===== src/hw/indicator_pkg.sv =====
// Constants for the indicator pin multiplexer and its configuration register
package indicator_pkg;
  localparam int          PIN_COUNT      = 6;
  localparam logic [11:0] CFG_ADDR       = 12'h1bc;
  localparam logic [11:0] GPIO_CFG_ADDR  = 12'h1e0;
  localparam logic [11:0] GPIO_DATA_ADDR = 12'h1e4;
  localparam int          ENABLE_LSB     = 0;
  localparam int          FUNCTION_LSB   = 8;
  localparam int          GPIO_DIR_LSB   = 16;
  localparam int          GPIO_BUF_LSB   = 0;
  localparam logic [1:0]  FUNC_PUSH_PULL = 2'h3;
  localparam logic [5:0]  GPIO_DIR_RESET = 6'h00;
  localparam logic [5:0]  GPIO_BUF_RESET = 6'h00;
  localparam logic [5:0]  GPIO_DAT_RESET = 6'h00;
endpackage


===== src/hw/indicator_pin_mux_config.sv =====
// Indicator pin multiplexer with configuration and GPIO registers
//
// The address-and-strobe port is this design's own decision.
`timescale 1ns/1ps
`default_nettype none
module indicator_pin_mux_config #(
  parameter int PINS = indicator_pkg::PIN_COUNT
) (
  // Clock and reset
  input  wire logic            clock_in,
  input  wire logic            rst_in,
  // Straps, sampled while reset is high
  input  wire logic [1:0]      indicator_function_strap_in,
  input  wire logic [PINS-1:0] indicator_enable_strap_in,
  input  wire logic            polarity_strap_in,
  // EEPROM loader override of function and enable; loader_polarity_in is not used
  input  wire logic            loader_write_in,
  input  wire logic [1:0]      loader_function_in,
  input  wire logic [PINS-1:0] loader_enable_in,
  input  wire logic            loader_polarity_in,
  // Register port
  input  wire logic [11:0]     addr_in,
  input  wire logic [31:0]     wdata_in,
  input  wire logic            wr_in,
  input  wire logic            rd_in,
  output logic      [31:0]     rdata_out,
  // Indicator status sources, one per function
  input  wire logic [PINS-1:0] status_func0_in,
  input  wire logic [PINS-1:0] status_func1_in,
  input  wire logic [PINS-1:0] status_func2_in,
  input  wire logic [PINS-1:0] status_func3_in,
  // Pins
  input  wire logic [PINS-1:0] pad_in,
  output logic      [PINS-1:0] pad_out,
  output logic      [PINS-1:0] pad_oe_out,
  output logic      [PINS-1:0] pull_up_en_out,
  output logic      [PINS-1:0] input_en_out
);
  logic [1:0]      function_q, function_d;
  logic [PINS-1:0] enable_q, enable_d;
  logic            active_low_q, active_low_d;
  logic [PINS-1:0] gpio_dir_q, gpio_dir_d;
  logic [PINS-1:0] gpio_buf_q, gpio_buf_d;
  logic [PINS-1:0] gpio_dat_q, gpio_dat_d;
  logic [31:0]     rdata_d;
  logic [PINS-1:0] status_sel;
  logic            push_pull;

  always_comb
  begin
    function_d   = function_q;
    enable_d     = enable_q;
    active_low_d = active_low_q;
    gpio_dir_d   = gpio_dir_q;
    gpio_buf_d   = gpio_buf_q;
    gpio_dat_d   = gpio_dat_q;
    rdata_d      = 32'h0;
    if (rst_in)
    begin
      function_d   = indicator_function_strap_in;
      enable_d     = indicator_enable_strap_in;
      active_low_d = polarity_strap_in;
      gpio_dir_d   = indicator_pkg::GPIO_DIR_RESET;
      gpio_buf_d   = indicator_pkg::GPIO_BUF_RESET;
      gpio_dat_d   = indicator_pkg::GPIO_DAT_RESET;
    end
    else
    begin
      if (loader_write_in)
      begin
        function_d = loader_function_in;
        enable_d   = loader_enable_in;
      end
      if (wr_in && addr_in == indicator_pkg::CFG_ADDR)
      begin
        function_d = wdata_in[indicator_pkg::FUNCTION_LSB +: 2];
        enable_d   = wdata_in[indicator_pkg::ENABLE_LSB +: PINS];
      end
      if (wr_in && addr_in == indicator_pkg::GPIO_CFG_ADDR)
        gpio_buf_d = wdata_in[indicator_pkg::GPIO_BUF_LSB +: PINS];
      if (wr_in && addr_in == indicator_pkg::GPIO_DATA_ADDR)
      begin
        gpio_dir_d = wdata_in[indicator_pkg::GPIO_DIR_LSB +: PINS];
        gpio_dat_d = wdata_in[PINS-1:0];
      end
      if (rd_in)
      begin
        unique case (addr_in)
          indicator_pkg::CFG_ADDR:
          begin
            rdata_d[indicator_pkg::FUNCTION_LSB +: 2] = function_q;
            rdata_d[indicator_pkg::ENABLE_LSB +: PINS] = enable_q;
          end
          indicator_pkg::GPIO_CFG_ADDR:
            rdata_d[indicator_pkg::GPIO_BUF_LSB +: PINS] = gpio_buf_q;
          indicator_pkg::GPIO_DATA_ADDR:
          begin
            rdata_d[indicator_pkg::GPIO_DIR_LSB +: PINS] = gpio_dir_q;
            rdata_d[PINS-1:0] =
              (gpio_dir_q & gpio_dat_q) | (~gpio_dir_q & pad_in);
          end
          default:
            rdata_d = 32'h0;
        endcase
      end
    end
  end

  always_ff @(posedge clock_in)
  begin
    function_q   <= function_d;
    enable_q     <= enable_d;
    active_low_q <= active_low_d;
    gpio_dir_q   <= gpio_dir_d;
    gpio_buf_q   <= gpio_buf_d;
    gpio_dat_q   <= gpio_dat_d;
    rdata_out    <= rdata_d;
  end

  always_comb
  begin
    unique case (function_q)
      2'h0: status_sel = status_func0_in;
      2'h1: status_sel = status_func1_in;
      2'h2: status_sel = status_func2_in;
      2'h3: status_sel = status_func3_in;
    endcase
  end

  assign push_pull = (function_q == indicator_pkg::FUNC_PUSH_PULL);

  for (genvar i = 0; i < PINS; i++)
  begin : g_pin
    indicator_pad u_pad (
      .indicator_mode_in (enable_q[i]),
      .push_pull_in      (push_pull),
      .active_low_in     (active_low_q),
      .status_in         (status_sel[i]),
      .gpio_dir_in       (gpio_dir_q[i]),
      .gpio_push_pull_in (gpio_buf_q[i]),
      .gpio_data_in      (gpio_dat_q[i]),
      .pad_out           (pad_out[i]),
      .pad_oe_out        (pad_oe_out[i]),
      .pull_up_en_out    (pull_up_en_out[i]),
      .input_en_out      (input_en_out[i])
    );
  end

  // Address decode shared by the checks below
  function automatic logic is_mapped(input logic [11:0] a);
    is_mapped = (a == indicator_pkg::CFG_ADDR)
      || (a == indicator_pkg::GPIO_CFG_ADDR)
      || (a == indicator_pkg::GPIO_DATA_ADDR);
  endfunction
endmodule
`default_nettype wire


===== src/hw/indicator_pad.sv =====
// One shared pin: GPIO or indicator driver selection
`timescale 1ns/1ps
`default_nettype none
module indicator_pad (
  // Selection
  input  wire logic indicator_mode_in,
  input  wire logic push_pull_in,
  input  wire logic active_low_in,
  input  wire logic status_in,
  // GPIO side
  input  wire logic gpio_dir_in,
  input  wire logic gpio_push_pull_in,
  input  wire logic gpio_data_in,
  // Pad side
  output logic      pad_out,
  output logic      pad_oe_out,
  output logic      pull_up_en_out,
  output logic      input_en_out
);
  logic asserted;
  always_comb
  begin
    asserted = status_in;
    pad_out = 1'b0;
    pad_oe_out = 1'b0;
    if (indicator_mode_in)
    begin
      if (push_pull_in)
      begin
        pad_out = asserted;
        pad_oe_out = 1'b1;
      end
      else if (active_low_in)
      begin
        pad_out = 1'b0;
        pad_oe_out = asserted;
      end
      else
      begin
        pad_out = 1'b1;
        pad_oe_out = asserted;
      end
    end
    else if (gpio_dir_in)
    begin
      if (gpio_push_pull_in)
      begin
        pad_out = gpio_data_in;
        pad_oe_out = 1'b1;
      end
      else
      begin
        pad_out = 1'b0;
        pad_oe_out = ~gpio_data_in;
      end
    end
    pull_up_en_out = ~indicator_mode_in;
    input_en_out = ~indicator_mode_in;
  end
endmodule
`default_nettype wire


===== config.mk =====
export PLATFORM = sky130hd
export DESIGN_NAME = indicator_pin_mux_config
export DESIGN_NICKNAME = d
export VERILOG_FILES = /design/src/hw/indicator_pkg.sv /design/src/hw/indicator_pin_mux_config.sv /design/src/hw/indicator_pad.sv
export SDC_FILE = /design/constraint.sdc
export NUM_CORES = 1
export LEC_CHECK = 0
export BUFFER_PORTS_ARGS = -buffer_cell sky130_fd_sc_hd__buf_2
export CAP_MARGIN = 25
export CORE_MARGIN = 2
export CORE_UTILIZATION = 39
export CTS_BUF_LIST = sky130_fd_sc_hd__clkbuf_16
export DETAILED_ROUTE_END_ITERATION = 6
export HOLD_SLACK_MARGIN = 0.02
export PLACE_DENSITY_LB_ADDON = 0.12
export SYNTH_ARGS = -nofsm -noshare
export SYNTH_HDL_FRONTEND = slang
export SYNTH_SLANG_ARGS = --single-unit

===== constraint.sdc =====
create_clock -name clock_in -period 1.7 [get_ports clock_in]
set_clock_uncertainty 0.1 [all_clocks]
set_input_delay 0.255 -clock clock_in [delete_from_list [all_inputs] [get_ports clock_in]]
set_output_delay 0.255 -clock clock_in [all_outputs]
set_load 0.1 [all_outputs]

==> out/qor.txt <==
status: finished with violations
failing checks: negative setup slack
Cell Area, Synth: 0.002427 mm^2
initial antenna violation count: 0
total wire length: 6.617 mm
Post-synth EDFFs: 9
FFs w/ async S/R, synth: 0
crit path max fanout: 6
detailed placer's ending HPWL: 5.292 mm
CTS Buffer Depth: 2
number of DRC markers in iteration 0: 100
CTS tree: done
synthesized flop and latch total: 41
total inserted antenna cells: 0
drt pass-1 iters: 4
WL per Instance: 14.54 um
flop2flop setup slack: 0.57 ns
cts bufs inserted: 5
Setup WS post-layout: -0.3355 ns
RSZ-0062 raised after global routing: yes
Synthesis Warnings: 0
required time worst endpoint: 1.34 ns
Hold Path Depth: 1
worst vdd rail ir drop: 0.5766 mV
area grow syn2layout: 43.45%
cell depth of the worst flop-to-flop path: 3
Placed Instance Area: 0.003231 mm^2
Tcrit/Tclk final: 1.197
DRC viols: 0
r2r endpoint: rdata_out[1]
most common cell after layout, fill and taps aside: buf_2
Clock transition at path regs: 0.06 ns
largest net degree at the start of global routing: 17
Achievable Freq: 491.3 MHz
sequential share of the synthesized area: 0.3753
Synth cell types: 30
Hold EP: active_low_q
number of port buffers: 115
Syn Area/Cell: 9.445 um^2
Final Cell Area: 0.003482 mm^2
Post-synth top flop: dfxtp_1
Hold Path Origin: polarity_strap_in
Rows: 28
Worst setup EP type: primary output
Setup CP Type: reg2out
reg2reg start: gpio_dir_q[1]
min Tclk post-route: 2.035 ns
H-tree depth: 2
Tot Pwr: 3.246 mW
cell leakage power: 1.598 nW
die footprint: 0.006871 mm^2
CP max-delay cell: edfxtp_1
vias in the first global route: 2151
TritonCTS Sinks: 41
Power Density: 932.1 mW/mm^2
max_cap viols: 0
fin nets: 476
Data arrival, critical path: 1.68 ns
vias per cell: 4.921
cells along the critical path: buf_6, mux2_2, o221ai_2, o21ai_2, buf_12
Root Buffer: clkbuf_16
total gr overflow: 0
cells after synthesis: 257
Initial Utilization: 0.4076
via count: 2239
layout cells sized above 1: 0.5105
CP Launch Type: register
Fill cells: 564
Hold Crit Class: in2reg
RePlAce Congestion: 0.7799
most frequent cells in the layout: 94 x buf_2, 32 x dfxtp_1, 32 x buf_4
global-route wire length before repair: 10.73 mm
Die Wd: 82.89 um
# setup viols final: 15
Worst path max stage delay: 0.43 ns
# IOs: 153
Core ar.: 0.005956 mm^2
final antenna-violating net count: 0
Slew Viols, Final: 0
Die Height: 82.89 um
final hold vios: 0
clock latency on the worst-skew pair: 0.27 ns
total track usage: 0.1898
## how the worst max path moves through the flow
stage / from / to / slack (ns) / depth (start not counted)
after global routing: function_q[1] / pad_out[4] / -0.40 / 7
after CTS: function_q[1] / pad_out[4] / -0.38 / 7
after floorplan: addr_in[9] / enable_q[0] / -0.06 / 4
after detailed placement: addr_in[9] / enable_q[1] / -0.24 / 5
final: function_q[1] / pad_oe_out[4] / -0.34 / 5
after global placement: addr_in[9] / function_q[0] / -0.21 / 5
## cells by family after synthesis
logic type / count (synthesis) / share of synthesized area
buffers and inverters: 64 / 0.1675
and+or+nand+nor: 61 / 0.1407
muxes: 46 / 0.2010
AOI/OAI and AO/OA: 44 / 0.1139
DFF: 41 / 0.3753
other: 1 / 0.001545
## Yosys cell counts (2+ instances only)
| library cell | count | area [um^2] |
|---|---|---|
| a211o_1 | 6 | 52.55 |
| nor2_1 | 26 | 97.59 |
| and2_1 | 7 | 43.79 |
| nand4_1 | 7 | 43.79 |
| and3_1 | 3 | 18.77 |
| dfxtp_1 | 32 | 640.6 |
| a21oi_1 | 7 | 35.03 |
| buf_4 | 42 | 315.3 |
| a31oi_1 | 6 | 37.54 |
| clkbuf_1 | 8 | 30.03 |
| o221ai_1 | 6 | 52.55 |
| mux2_2 | 22 | 247.7 |
| o21ai_0 | 18 | 90.09 |
| inv_1 | 12 | 45.04 |
| mux2i_1 | 24 | 240.2 |
| edfxtp_1 | 9 | 270.3 |
| nor2b_1 | 2 | 12.51 |
| nand2_1 | 8 | 30.03 |
## routing by layer
metal | share of wire | up-vias | GRT usage
met5 | 0 | - | 0
met4 | 0.0092 | 0 | 0.04173
met3 | 0.081 | 4 | 0.04076
met2 | 0.46 | 110 | 0.3006
met1 | 0.45 | 1031 | 0.2659
li1 | - | 1094 | -
## critical path, delay by kind of cell, from the launching register on
family,cells,cell delay (ns)
compound gates,2,0.29
buf+inv,2,0.33
flops,1,0.43
mux,1,0.35
## power by group
part / internal (mW) / leakage (nW) / switching, mW / total, mW
sequential: 1.02 / 0.349 / 0.0334 / 1.06
combinational: 0.392 / 1.17 / 0.911 / 1.30
clock: 0.533 / 0.0748 / 0.353 / 0.885
total: 1.95 / 1.60 / 1.30 / 3.25
## flip-flops by register name, indices dropped and copies added, names as in the netlist
signal / count
rdata_out: 14
function_q: 2
gpio_dir_q: 6
gpio_dat_q: 6
enable_q: 6
gpio_buf_q: 6
active_low_q: 1
## per-stage QoR
stage	worst slack (ns)	hold slack (ns)	setup TNS (ns)	cells	util
finish	-0.3355	0.07548	-3.828	455	0.5847
global route	-0.3956	0.06948	-4.818	455	0.5847
CTS	-0.3759	0.06370	-4.036	453	0.5744
detailed placement	-0.2407	0.3379	-4.888	445	0.5424
global placement	-0.2057	0.3549	-3.895	445	0.5424
floorplan	-0.06114	0.2539	-0.6490	274	-
## what timing repair did
item / CTS / global route
hold buffers: 0 / 0
buffers inserted: 0 / 3
cloned: 0 / 0
gates resized for setup: 23 / 15
pin swaps: 6 / 3
setup endpoints to repair: 12 / 23
## layout make-up
type | count | area, um^2 | area share
timing repair buffer | 150 | 1049 | 0.3011
clock inverter | 3 | 13.76 | 0.003953
tap | 75 | 93.84 | 0.02695
sequential | 41 | 910.9 | 0.2616
inverter | 12 | 45.04 | 0.01294
multi-input combinational | 169 | 1245 | 0.3575
clock buffer | 5 | 125.1 | 0.03593
Note: power is estimated with default switching activity, not from simulation.
